### config.mk
export PLATFORM = sky130hd
export DESIGN_NAME = cie_cfg_target
export DESIGN_NICKNAME = d
export VERILOG_FILES = /design/src/hw/cie_pkg.sv /design/src/hw/cie_cfg_target.sv
export VERILOG_INCLUDE_DIRS = /design/src /design/src/hw
export SDC_FILE = /design/constraint.sdc
export NUM_CORES = 1
export LEC_CHECK = 0
export BUFFER_PORTS_ARGS = -buffer_cell sky130_fd_sc_hd__buf_2
export CAP_MARGIN = 0
export CORE_MARGIN = 2
export CORE_UTILIZATION = 39
export CTS_CLUSTER_SIZE = 12
export DETAILED_ROUTE_END_ITERATION = 10
export MAX_ROUTING_LAYER = met4
export PLACE_DENSITY_LB_ADDON = 0.15
export SETUP_SLACK_MARGIN = 0.3
export SYNTH_ARGS = -nofsm -noshare
export SYNTH_HDL_FRONTEND = slang
export SYNTH_SLANG_ARGS = --single-unit
### constraint.sdc
create_clock -name i_sys_clk -period 2.95 [get_ports i_sys_clk]
set_input_delay 0.295 -clock i_sys_clk [delete_from_list [all_inputs] [get_ports i_sys_clk]]
set_output_delay 0.295 -clock i_sys_clk [all_outputs]
set_load 0.05 [all_outputs]
### src/hw/cie_regs.svh
`ifndef CIE_REGS_SVH
`define CIE_REGS_SVH
// ----------------------------------------
// target address and register indexes
// ----------------------------------------
`define CIE_TGT_ADDR 7'h60
`define CIE_IDX_EVT_LO 8'h00
`define CIE_IDX_EVT_HI 8'h01
`define CIE_IDX_MASK_LO 8'h02
`define CIE_IDX_MASK_HI 8'h03
`define CIE_IDX_CTRL 8'h04
`define CIE_IDX_STAT 8'h05
`define CIE_IDX_SCR_BASE 8'h10
`define CIE_IDX_REMOTE_BIT 7
// ----------------------------------------
// control bits, reset values, counts
// ----------------------------------------
`define CIE_CTRL_LINK_EN 0
`define CIE_CTRL_RESTART 1
`define CIE_CTRL_SLEEP 2
`define CIE_LAST_BIT 3'h7
`define CIE_EVT_W 14
`define CIE_EVT_RST 14'h0000
`define CIE_MASK_RST 14'h0000
`define CIE_BYTE_RST 8'h00
// ----------------------------------------
// event bit positions
// ----------------------------------------
`define CIE_SCRATCH_WRITE_EVENT 0
`define CIE_SCRATCH_READ_EVENT 1
`define CIE_LINK_ON_EVENT 2
`define CIE_ENV_ON_LEVEL_EVENT 3
`define CIE_SLEEP_VALIDATE_FAIL_EVENT 4
`define CIE_REMOTE_ACCESS_DONE_EVENT 5
`define CIE_PAIRING_FAIL_EVENT 6
`define CIE_LINK_OFF_EVENT 7
`define CIE_THERMAL_FAULT_EVENT 8
`define CIE_BRIDGING_ENTRY_EVENT 9
`define CIE_SLEEP_ENTRY_EVENT 10
`define CIE_SIGNAL_STRENGTH_DONE 11
`define CIE_SIGNAL_STRENGTH_FAULT 12
`define CIE_POWER_COMP_FAULT_EVENT 13
`define CIE_EVT_RESTART_CLR 14'h0027
// ----------------------------------------
// timing: fastest bit rate against clock
// ----------------------------------------
`define CIE_SYS_CLK_NS 40
`define CIE_FMP_BIT_NS 1000
`define CIE_FMP_BIT_CYC (`CIE_FMP_BIT_NS / `CIE_SYS_CLK_NS)
`endif

### src/hw/cie_pkg.sv
`include "cie_regs.svh"
package cie_pkg;
  typedef enum logic [2:0] {PH_IDLE, PH_ADDR, PH_AACK, PH_WR, PH_WACK, PH_RD, PH_RACK, PH_SKIP} cie_state_type;
  typedef logic [`CIE_EVT_W-1:0] cie_evt_type;
endpackage : cie_pkg

### src/hw/cie_cfg_target.sv
// Contract
// one irq pin, each event maskable
// link restart clears four event flags
// link restart dropping link sets link_off
// env_on event mirrors link status level
// any link enable sets link_on
// scratch write/read and remote done events
// separate sleep, pairing, thermal, power faults
// standard, fast and fast-plus rates
// no glitch filter, clean scl required
// answer only fixed target address
// controller sends address, index, data
// write data auto-increments register index
// ack every byte until stop
// controller sets index then restarts reading
// read auto-increments while controller acks
// start in sleep requests internal clock
// drop clock request after access ends
// remote registers readable only with link
// remote writes allowed, consistency is controller's
// controller avoids writes while searching/bridging
// controller configures during sleep beforehand
// flags sticky, irq is OR of enabled
`include "cie_regs.svh"
module cie_cfg_target import cie_pkg::*; #(
  parameter int SCRATCH_DEPTH = 8
) (
  input wire logic i_sys_clk,
  input wire logic i_rstn,
  input wire logic i_scl,
  input wire logic i_sda,
  output logic o_sda_out,
  output logic o_sda_oe,
  input wire logic i_sleep,
  output logic o_clk_req,
  input wire logic i_link_status,
  input wire logic i_link_restart,
  input wire logic i_link_enabled,
  input wire logic i_remote_done,
  input wire logic i_sleep_fail,
  input wire logic i_pairing_fail,
  input wire logic i_thermal_fault,
  input wire logic i_bridging_entry,
  input wire logic i_sleep_entry,
  input wire logic i_sig_done,
  input wire logic i_sig_fault,
  input wire logic i_pcomp_fault,
  input wire logic [7:0] i_remote_rdata,
  output logic [6:0] o_remote_idx,
  output logic o_remote_we,
  output logic [7:0] o_remote_wdata,
  output logic o_link_enable_req,
  output logic o_link_restart_req,
  output logic o_sleep_cmd,
  output logic o_irq
);
  localparam int SCR_AW = (SCRATCH_DEPTH > 1) ? $clog2(SCRATCH_DEPTH) : 1;

  // ----------------------------------------
  // helpers
  // ----------------------------------------
  function automatic logic in_scr(input logic [7:0] a);
    in_scr = (a >= `CIE_IDX_SCR_BASE) && (a < `CIE_IDX_SCR_BASE + 8'(SCRATCH_DEPTH));
  endfunction : in_scr

  function automatic logic [7:0] cie_rd(input logic [7:0] a, input cie_evt_type ev, input cie_evt_type mk,
                                        input logic [7:0] st, input logic [7:0] sc, input logic [7:0] rm,
                                        input logic lk);
    logic [15:0] e16;
    logic [15:0] m16;
    e16 = 16'(ev);
    m16 = 16'(mk);
    cie_rd = `CIE_BYTE_RST;
    if (a[`CIE_IDX_REMOTE_BIT]) begin
      cie_rd = lk ? rm : `CIE_BYTE_RST;
    end else if (in_scr(a)) begin
      cie_rd = sc;
    end else begin
      case (a)
        `CIE_IDX_EVT_LO: cie_rd = e16[7:0];
        `CIE_IDX_EVT_HI: cie_rd = e16[15:8];
        `CIE_IDX_MASK_LO: cie_rd = m16[7:0];
        `CIE_IDX_MASK_HI: cie_rd = m16[15:8];
        `CIE_IDX_STAT: cie_rd = st;
        default: cie_rd = `CIE_BYTE_RST;
      endcase
    end
  endfunction : cie_rd

  // ----------------------------------------
  // pin synchronisers
  // ----------------------------------------
  logic scl_m, scl_s, scl_d, sda_m, sda_s, sda_d;
  logic rise, fall, start, stop;

  // two flops per pin, third stage only for edge detection
  always_ff @(posedge i_sys_clk or negedge i_rstn) begin
    if (!i_rstn) begin
      {scl_m, scl_s, scl_d} <= 3'h7;
      {sda_m, sda_s, sda_d} <= 3'h7;
    end else begin
      {scl_m, scl_s, scl_d} <= {i_scl, scl_m, scl_s};
      {sda_m, sda_s, sda_d} <= {i_sda, sda_m, sda_s};
    end
  end

  // sampled straight on scl edges, no filter: a glitch is a clock edge
  assign rise = scl_s & ~scl_d;
  assign fall = ~scl_s & scl_d;
  assign start = scl_s & scl_d & sda_d & ~sda_s;
  assign stop = scl_s & scl_d & ~sda_d & sda_s;

  // ----------------------------------------
  // serial target engine
  // ----------------------------------------
  cie_state_type state, next_state;
  logic [2:0] cnt, next_cnt;
  logic [7:0] shift, next_shift, idx, next_idx, rdata, wdat;
  logic first, next_first, rd_dir, next_rd_dir, oe, next_oe, clk_req, next_clk_req;
  logic wr_strobe, rd_load;
  logic [7:0] stat;
  logic [7:0] scratch [SCRATCH_DEPTH];
  cie_evt_type evt, view, mask;

  assign wdat = {shift[6:0], sda_s};
  assign stat = {5'h00, clk_req, i_sleep, i_link_status};
  assign rdata = cie_rd(idx, view, mask, stat, scratch[SCR_AW'(idx - `CIE_IDX_SCR_BASE)], i_remote_rdata,
                        i_link_status);

  // byte framing, ack driving and index handling
  always_comb begin
    next_state = state;
    next_cnt = cnt;
    next_shift = shift;
    next_idx = idx;
    next_first = first;
    next_rd_dir = rd_dir;
    next_oe = oe;
    next_clk_req = clk_req;
    wr_strobe = 1'b0;
    rd_load = 1'b0;
    if (start) begin
      next_state = PH_ADDR;
      next_cnt = 3'h0;
      next_oe = 1'b0;
      if (i_sleep) begin
        next_clk_req = 1'b1;
      end
    end else if (stop) begin
      next_state = PH_IDLE;
      next_oe = 1'b0;
      next_clk_req = 1'b0;
    end else if (rise) begin
      unique case (state)
        PH_ADDR, PH_WR: begin
          next_shift = wdat;
          next_cnt = cnt + 3'h1;
          if (cnt == `CIE_LAST_BIT) begin
            if (state == PH_ADDR) begin
              next_rd_dir = sda_s;
              next_first = 1'b1;
              next_state = (shift[6:0] == `CIE_TGT_ADDR) ? PH_AACK : PH_SKIP;
            end else begin
              next_state = PH_WACK;
              if (first) begin
                next_first = 1'b0;
                next_idx = wdat;
              end else begin
                wr_strobe = 1'b1;
                next_idx = idx + 8'h01;
              end
            end
          end
        end
        PH_RD: begin
          next_shift = {shift[6:0], 1'b0};
          next_cnt = cnt + 3'h1;
          if (cnt == `CIE_LAST_BIT) begin
            next_state = PH_RACK;
            next_idx = idx + 8'h01;
          end
        end
        PH_RACK: begin
          if (!sda_s) begin
            next_state = PH_RD;
            next_shift = rdata;
            rd_load = 1'b1;
          end else begin
            next_state = PH_SKIP;
          end
        end
        default: begin
        end
      endcase
    end else if (fall) begin
      unique case (state)
        PH_AACK, PH_WACK: begin
          if (!oe) begin
            next_oe = 1'b1;
          end else if (state == PH_AACK && rd_dir) begin
            next_state = PH_RD;
            next_shift = rdata;
            next_oe = ~rdata[7];
            rd_load = 1'b1;
          end else begin
            next_oe = 1'b0;
            next_state = PH_WR;
          end
        end
        PH_RD: next_oe = ~shift[7];
        PH_RACK: next_oe = 1'b0;
        default: begin
        end
      endcase
    end
  end

  always_ff @(posedge i_sys_clk or negedge i_rstn) begin
    if (!i_rstn) begin
      state <= PH_IDLE;
      cnt <= 3'h0;
      shift <= `CIE_BYTE_RST;
      idx <= `CIE_BYTE_RST;
      first <= 1'b0;
      rd_dir <= 1'b0;
      oe <= 1'b0;
      clk_req <= 1'b0;
    end else begin
      state <= next_state;
      cnt <= next_cnt;
      shift <= next_shift;
      idx <= next_idx;
      first <= next_first;
      rd_dir <= next_rd_dir;
      oe <= next_oe;
      clk_req <= next_clk_req;
    end
  end

  // open drain: only ever pulls low
  assign o_sda_out = 1'b0;
  assign o_sda_oe = oe;
  assign o_clk_req = clk_req;
  assign o_remote_idx = idx[6:0];

  // ----------------------------------------
  // register file and events
  // ----------------------------------------
  cie_evt_type next_evt, next_mask, set, clr;
  logic next_irq, irq, pend, wr_lo, wr_hi;
  logic next_le, next_lr, next_sc, next_rwe;
  logic le, lr, sc, rwe;
  logic [7:0] next_rwd, rwd;

  // env_on is a live level, not a latched flag
  always_comb begin
    view = evt;
    view[`CIE_ENV_ON_LEVEL_EVENT] = i_link_status;
  end

  assign pend = |(view & mask);

  // set wins over both software and restart clear
  always_comb begin
    set = `CIE_EVT_RST;
    set[`CIE_SCRATCH_WRITE_EVENT] = wr_strobe & in_scr(idx);
    set[`CIE_SCRATCH_READ_EVENT] = rd_load & in_scr(idx);
    set[`CIE_LINK_ON_EVENT] = i_link_enabled;
    set[`CIE_SLEEP_VALIDATE_FAIL_EVENT] = i_sleep_fail;
    set[`CIE_REMOTE_ACCESS_DONE_EVENT] = i_remote_done;
    set[`CIE_PAIRING_FAIL_EVENT] = i_pairing_fail;
    set[`CIE_LINK_OFF_EVENT] = i_link_restart & i_link_status;
    set[`CIE_THERMAL_FAULT_EVENT] = i_thermal_fault;
    set[`CIE_BRIDGING_ENTRY_EVENT] = i_bridging_entry;
    set[`CIE_SLEEP_ENTRY_EVENT] = i_sleep_entry;
    set[`CIE_SIGNAL_STRENGTH_DONE] = i_sig_done;
    set[`CIE_SIGNAL_STRENGTH_FAULT] = i_sig_fault;
    set[`CIE_POWER_COMP_FAULT_EVENT] = i_pcomp_fault;
    wr_lo = wr_strobe && (idx == `CIE_IDX_EVT_LO);
    wr_hi = wr_strobe && (idx == `CIE_IDX_EVT_HI);
    clr = `CIE_EVT_W'({wr_hi ? wdat : 8'h00, wr_lo ? wdat : 8'h00});
    next_evt = (evt & ~clr & ~(i_link_restart ? `CIE_EVT_RESTART_CLR : `CIE_EVT_RST)) | set;
    next_mask = mask;
    if (wr_strobe && idx == `CIE_IDX_MASK_LO) begin
      next_mask = (mask & ~`CIE_EVT_W'(16'h00ff)) | `CIE_EVT_W'({8'h00, wdat});
    end
    if (wr_strobe && idx == `CIE_IDX_MASK_HI) begin
      next_mask = (mask & `CIE_EVT_W'(16'h00ff)) | `CIE_EVT_W'({wdat, 8'h00});
    end
    next_irq = pend;
    next_le = wr_strobe && idx == `CIE_IDX_CTRL && wdat[`CIE_CTRL_LINK_EN];
    next_lr = wr_strobe && idx == `CIE_IDX_CTRL && wdat[`CIE_CTRL_RESTART];
    next_sc = wr_strobe && idx == `CIE_IDX_CTRL && wdat[`CIE_CTRL_SLEEP];
    next_rwe = wr_strobe && idx[`CIE_IDX_REMOTE_BIT] && i_link_status;
    next_rwd = next_rwe ? wdat : rwd;
  end

  always_ff @(posedge i_sys_clk or negedge i_rstn) begin
    if (!i_rstn) begin
      evt <= `CIE_EVT_RST;
      mask <= `CIE_MASK_RST;
      irq <= 1'b0;
      le <= 1'b0;
      lr <= 1'b0;
      sc <= 1'b0;
      rwe <= 1'b0;
      rwd <= `CIE_BYTE_RST;
      for (int i = 0; i < SCRATCH_DEPTH; i++) begin
        scratch[i] <= `CIE_BYTE_RST;
      end
    end else begin
      evt <= next_evt;
      mask <= next_mask;
      irq <= next_irq;
      le <= next_le;
      lr <= next_lr;
      sc <= next_sc;
      rwe <= next_rwe;
      rwd <= next_rwd;
      if (wr_strobe && in_scr(idx)) begin
        scratch[SCR_AW'(idx - `CIE_IDX_SCR_BASE)] <= wdat;
      end
    end
  end

  assign o_irq = irq;
  assign o_link_enable_req = le;
  assign o_link_restart_req = lr;
  assign o_sleep_cmd = sc;
  assign o_remote_we = rwe;
  assign o_remote_wdata = rwd;
endmodule : cie_cfg_target

* Yosys cells after proc, flatten, opt, wreduce, memory -nomap -nowiden
Index checks and enable logic that the tools add are counted.
Word-level totals: bits of input ports 25, memory bits (writable) 0, flip-flop bits (word level) 137, latch bits 0, memories kept 0, bits in read-only memories 0
Cells by class: shift operators 0, equality and inequality tests 24, multipliers 0, $lt $le $gt $ge 4, bitwise gates (word level) 27, reductions and logical operators 41, divide/modulo/power cells 0, mux-type cells 71, add/subtract/negate cells 3
Operators by type and width (number):
- 8-bit 2-to-1 mux | 17
- 64-bit bitwise mux | 1
- 3-bit 2-to-1 mux | 15
- 14-bit AND | 3
- 8-bit case mux with 5 select lines | 1
- 14-bit 2-to-1 mux | 2
- 1-bit 2-to-1 mux | 26
- 8-bit binary-select mux with 3-bit select | 1
- 8-bit demux with 3-bit select | 1
- 8-bit case mux with 3 select lines | 1
- 2-bit nonzero test | 9
- 8-bit by 2-bit == test with 1-bit output (second input constant) | 2
- 8-bit by 3-bit == test with 1-bit output (second input constant) | 2
- 8-bit case mux with 2 select lines | 1
- 1-bit logical AND | 14
- 14-bit NOT | 1
- 6-bit NOT with 14-bit output | 1
- 14-bit OR | 1
- 14-bit by 8-bit OR with 14-bit output | 1
- 8-bit by 14-bit OR with 14-bit output | 1
- 14-bit OR reduction | 1
- 3-bit == test (second input constant) | 4
- 6-bit 2-to-1 mux | 2
- 6-bit AND reduction | 2
- 34 further kinds | 60

* Longest topological paths before layout
depth in word-level cells 15, depth in mapped cells 9, gate-level depth less buffers 7

* Least setup slack after synthesis
No wires, ideal clock.
path kind reg-to-reg, from register idx[0], to register evt[0], buffers on the path 2, arrival time 2.112 ns, path slack 0.716 ns, required time 2.828 ns, cell stages (with the launch flop) 9, path through dfrtp_1 > clkbuf_1 > inv_1 > ha_1 > clkbuf_1 > inv_1 > nor4_2 > nand2_1 > a32o_1
On the way: longest elaborated chain between the ends 7, elaborated cells between the ends (all ways) 11, classes of those cells order compare: 2; mux: 1; bitwise: 5; reduce/logical: 3
RTL lines:
- start, declared | RTL line cie_cfg_target.sv:118 | logic [7:0] shift, next_shift, idx, next_idx, rdata, wdat;
- start signal, assigned | RTL line cie_cfg_target.sv:223 | idx <= `CIE_BYTE_RST;
- start signal, assigned | RTL line cie_cfg_target.sv:232 | idx <= next_idx;
- parallel branches: the longest is 6 deep, another holds 8-bit by 5-bit greater-or-equal comparator with 1-bit output
- 14-bit OR * | RTL line cie_cfg_target.sv:282 | next_evt = (evt & ~clr & ~(i_link_restart ? `CIE_EVT_RESTART_CLR : `CIE_EVT_RST)) | set;
- named net next_evt[0] | RTL line cie_cfg_target.sv:249 | cie_evt_type next_evt, next_mask, set, clr;
- end signal, assigned | RTL line cie_cfg_target.sv:300 | evt <= `CIE_EVT_RST;
- end signal, assigned | RTL line cie_cfg_target.sv:312 | evt <= next_evt;
- end, declared | RTL line cie_cfg_target.sv:123 | cie_evt_type evt, view, mask;
Mark *: on every way through the listed nets, which the timed path passes. A chain may end at the register's enable or synchronous reset.

* Worst setup path after layout
from register state[1], to register scratch[18] in the netlist's numbering
On the way: longest elaborated chain between the ends 8, elaborated cells between the ends (all ways) 10, classes of those cells eq/ne: 2; mux: 6; reduce/logical: 2
RTL lines:
- start, declared | RTL line cie_cfg_target.sv:116 | cie_state_type state, next_state;
- start signal, assigned | RTL line cie_cfg_target.sv:229 | state <= next_state;
- 3-bit by 1-bit == test with 1-bit output | RTL line cie_cfg_target.sv:154, cie_cfg_target.sv:159
- 1-bit 2-to-1 mux | RTL line cie_cfg_target.sv:159 | if (state == PH_ADDR) begin
- 1-bit 2-to-1 mux | RTL line cie_cfg_target.sv:158 | if (cnt == `CIE_LAST_BIT) begin
- 1-bit 2-to-1 mux * | RTL line cie_cfg_target.sv:154 | unique case (state)
- 1-bit 2-to-1 mux * | RTL line cie_cfg_target.sv:153 | end else if (rise) begin
- 1-bit 2-to-1 mux * | RTL line cie_cfg_target.sv:149 | end else if (stop) begin
- 1-bit 2-to-1 mux * | RTL line cie_cfg_target.sv:142 | if (start) begin
- 1-bit logical AND * | RTL line cie_cfg_target.sv:320 | if (wr_strobe && in_scr(idx)) begin
- end signal, assigned by index | RTL line cie_cfg_target.sv:309 | scratch[i] <= `CIE_BYTE_RST;
- end signal, assigned by index | RTL line cie_cfg_target.sv:321 | scratch[SCR_AW'(idx - `CIE_IDX_SCR_BASE)] <= wdat;
- end, declared | RTL line cie_cfg_target.sv:122 | logic [7:0] scratch [SCRATCH_DEPTH];
Mark *: on every way between the ends. The rest lies on a longest branch, timed or not.

==> impl_metrics.tcl <==
set metrics [dict create \
    status "complete, no violations" \
    synth_top_area_share_pct 46.93 \
    synth_area_leaders "dfrtp_1 (47%), mux2_2 (14%), mux2i_1 (3.2%), nand2_1 (2.8%), dfstp_2 (2.3%)" \
    cts_setup_buffers 0 \
    vias 5127 \
    synth_edf_count 0 \
    fmax_ghz 0.4011 \
    yosys_warnings 0 \
    gp_congestion 0.8802 \
    cp_max_fo 20 \
    drc 0 \
    fin_nets 689 \
    first_pass_iters 5 \
    wl_per_cell_um 21.41 \
    critical_path_buf_inv_count 0 \
    start_util_pct 39.94 \
    cts_buffers 17 \
    finalMaxSlewViolations 0 \
    hold_class "in -> reg" \
    io-pin-count 48 \
    end_kind "register" \
    multi_input_area_mm2 0.003244 \
    min_period_ns 2.493 \
    fin_tns_setup_ns 0 \
    fill_cells 1598 \
    yosysUniqueCellTypes 69 \
    fp.dieArea_mm2 0.01886 \
    drtIter0Drc 536 \
    cp-start-kind "register" \
    synth_common_cells "dfrtp_1 (130), mux2_2 (84), nand2_1 (52), a21oi_1 (29), nor2_1 (27)" \
    grt.met2_usage_pct 32.70 \
    synth_area_mm2 0.006932 \
    met3_usage_pct 4.746 \
    antenna_left 0 \
    grt_pass1_vias 5047 \
    arrival_ns 2.79 \
    synth_seq_cells 136 \
    worst_slew_pin_slew_ns 0.8296 \
    fp.coreArea_mm2 0.01736 \
    track_usage_pct 21.99 \
    seq_area_frac_synth_pct 49.21 \
    n_antenna_cell 0 \
    fin_skew_ns 0.007180 \
    crit_required_ns 3.25 \
    antenna_found_initial 0 \
    crit_slowest_cell "dfrtp_1" \
    seq_area_mm2 0.003411 \
    cpPeakStageDelay_ns 0.71 \
    synthArstFlopShare_pct 100.0 \
    synth_most_common_cell "dfrtp_1" \
    placementRows 48 \
    period_share_pct 84.51 \
    cp_cell_sequence "nand2_1 -> nor4_4 -> nand3_2 -> mux2_2" \
    grt_max_degree 71 \
    cts_buffer_depth 2 \
    clk_pin_slew_ns 0.06 \
    drv_cap 0 \
    routed_via_density 5.748 \
    hpwl_um 12910 \
    powerDensity_mw_per_mm2 745.5 \
    synth.avg_cell_area_um2 11.18 \
    synth_top_area_cell "dfrtp_1" \
    dieHeight_um 137.3 \
    grtUsageMet1_pct 29.72 \
    wirelength_um 19100 \
    busiest_layer "met2" \
    slew_headroom_pct 44.70 \
    drive_gt1_share_pct 30.73 \
    synthCells 620 \
    syn-num-nets 654 \
    grt_pass1_wl_um 29770 \
    crit_type "reg -> reg" \
    cp_top_family "simple AND/OR/NAND/NOR gates" \
    grt_overflow 0 \
    total_power_uw 5976 \
    hold_viol 0 \
    cts-root-buf "clkbuf_16" \
    irDropWorstVdd_uv 542.4 \
    rsz0062_at_grt "no" \
    io_buffers 46 \
    p_leak_uw 0.003680 \
    setup_viol 0 \
    cts_htree_levels 4 \
    area_delta_synth_final_pct 15.65 \
    synth_ff_type "dfrtp_1" \
    cts_tree "done" \
    die_width_um 137.3 \
    clk_latency_ns 0.41 \
    clock-sinks 136 \
]
==> cells in the final DEF, fill, tap and decap left out, types with 4 or more instances in the layout <==
master	n
dfrtp_1	130
mux2_2	84
nand2_1	49
buf_2	45
a21oi_1	29
nor2_1	27
o21ai_0	25
mux2i_1	22
clkbuf_16	17
inv_1	16
nand3_1	15
a22oi_1	14
o22ai_1	12
buf_4	11
a21o_1	10
nand2b_1	10
ha_1	9
a221oi_1	8
a22o_1	7
nand2_2	7
nor3_1	6
nand4_1	6
dfstp_2	6
and3_1	5
and2_1	5
nand3b_1	4
mux2_4	4
o211ai_1	4
a311oi_1	4
clkbuf_8	4
bufinv_16	4
==> layout make-up <==
class	instances	area share [%]
clock buffers	23	6.087
flip-flops and latches	136	42.55
clock inverters	8	1.779
multi-input cells	422	40.47
repair buffers	62	4.854
well taps	225	3.512
inverters	16	0.7492
==> report_power, final <==
part	switching, µW	leakage [µW]	internal, µW
logic	925	0.00159	483
registers	309	0.00179	2000
clock network	766	0.000309	1500
total	2000	0.00368	3980
==> cells by family after synthesis <==
group | after synthesis | synth area share [%]
buf+inv | 62 | 4.224
xor+xnor | 3 | 0.4875
flops | 136 | 49.21
other cells | 1 | 0.05410
simple gates | 154 | 11.84
compound gates | 142 | 14.24
mux | 112 | 18.18
fa+ha+maj | 10 | 1.769
==> per-stage QoR <==
step | util (%) | setup slack, ns | std cells | cell area [µm²] | hold slack, ns
2_1_floorplan | - | 0.7161 | 620 | 6932 | -0.0005911
3_3_place_gp | 42.29 | 0.4062 | 858 | 7340 | 0.2126
3_5_place_dp | 42.29 | 0.3881 | 858 | 7340 | 0.2179
4_1_cts | 46.09 | 0.3694 | 892 | 8000 | 0.04257
5_1_grt | 46.19 | 0.3010 | 892 | 8016 | 0.04918
6_report | 46.19 | 0.4571 | 892 | 8016 | 0.05826
==> routing by layer <==
layer | routed length (µm) | vias up
li1 | - | 2334
met1 | 8975 | 2598
met2 | 8724 | 168
met3 | 964 | 27
met4 | 431 | 0
met5 | 0 | -
==> state kept, by name, indices dropped and copies added (netlist names), 3 cells and up <==
signal and count:
o_remote_wdata 8, mask 14, shift 8, cnt 3
evt 13, state 3, idx 8, scratch 64
==> path summary, 6_finish.rpt <==
check                              start  cells past startpoint  slack (ns)           to
min in group asynchronous         i_rstn                      2        0.34     state[2]
hold / removal             i_sleep_entry                      2        0.06      evt[10]
max in group asynchronous         i_rstn                      3        1.85      mask[6]
setup reg to reg                state[1]                      4        0.46  scratch[18]
setup / recovery                state[1]                      4        0.46  scratch[18]
hold reg to reg                    sda_m                      0        0.35        sda_s
==> timing repair <==
item                                   CTS  global route
hold buffers                             3             0
resized for setup                        0             4
endpoints found under the hold margin   31             0
setup endpoints to repair                0            37
(Power assumes the default switching activity.)
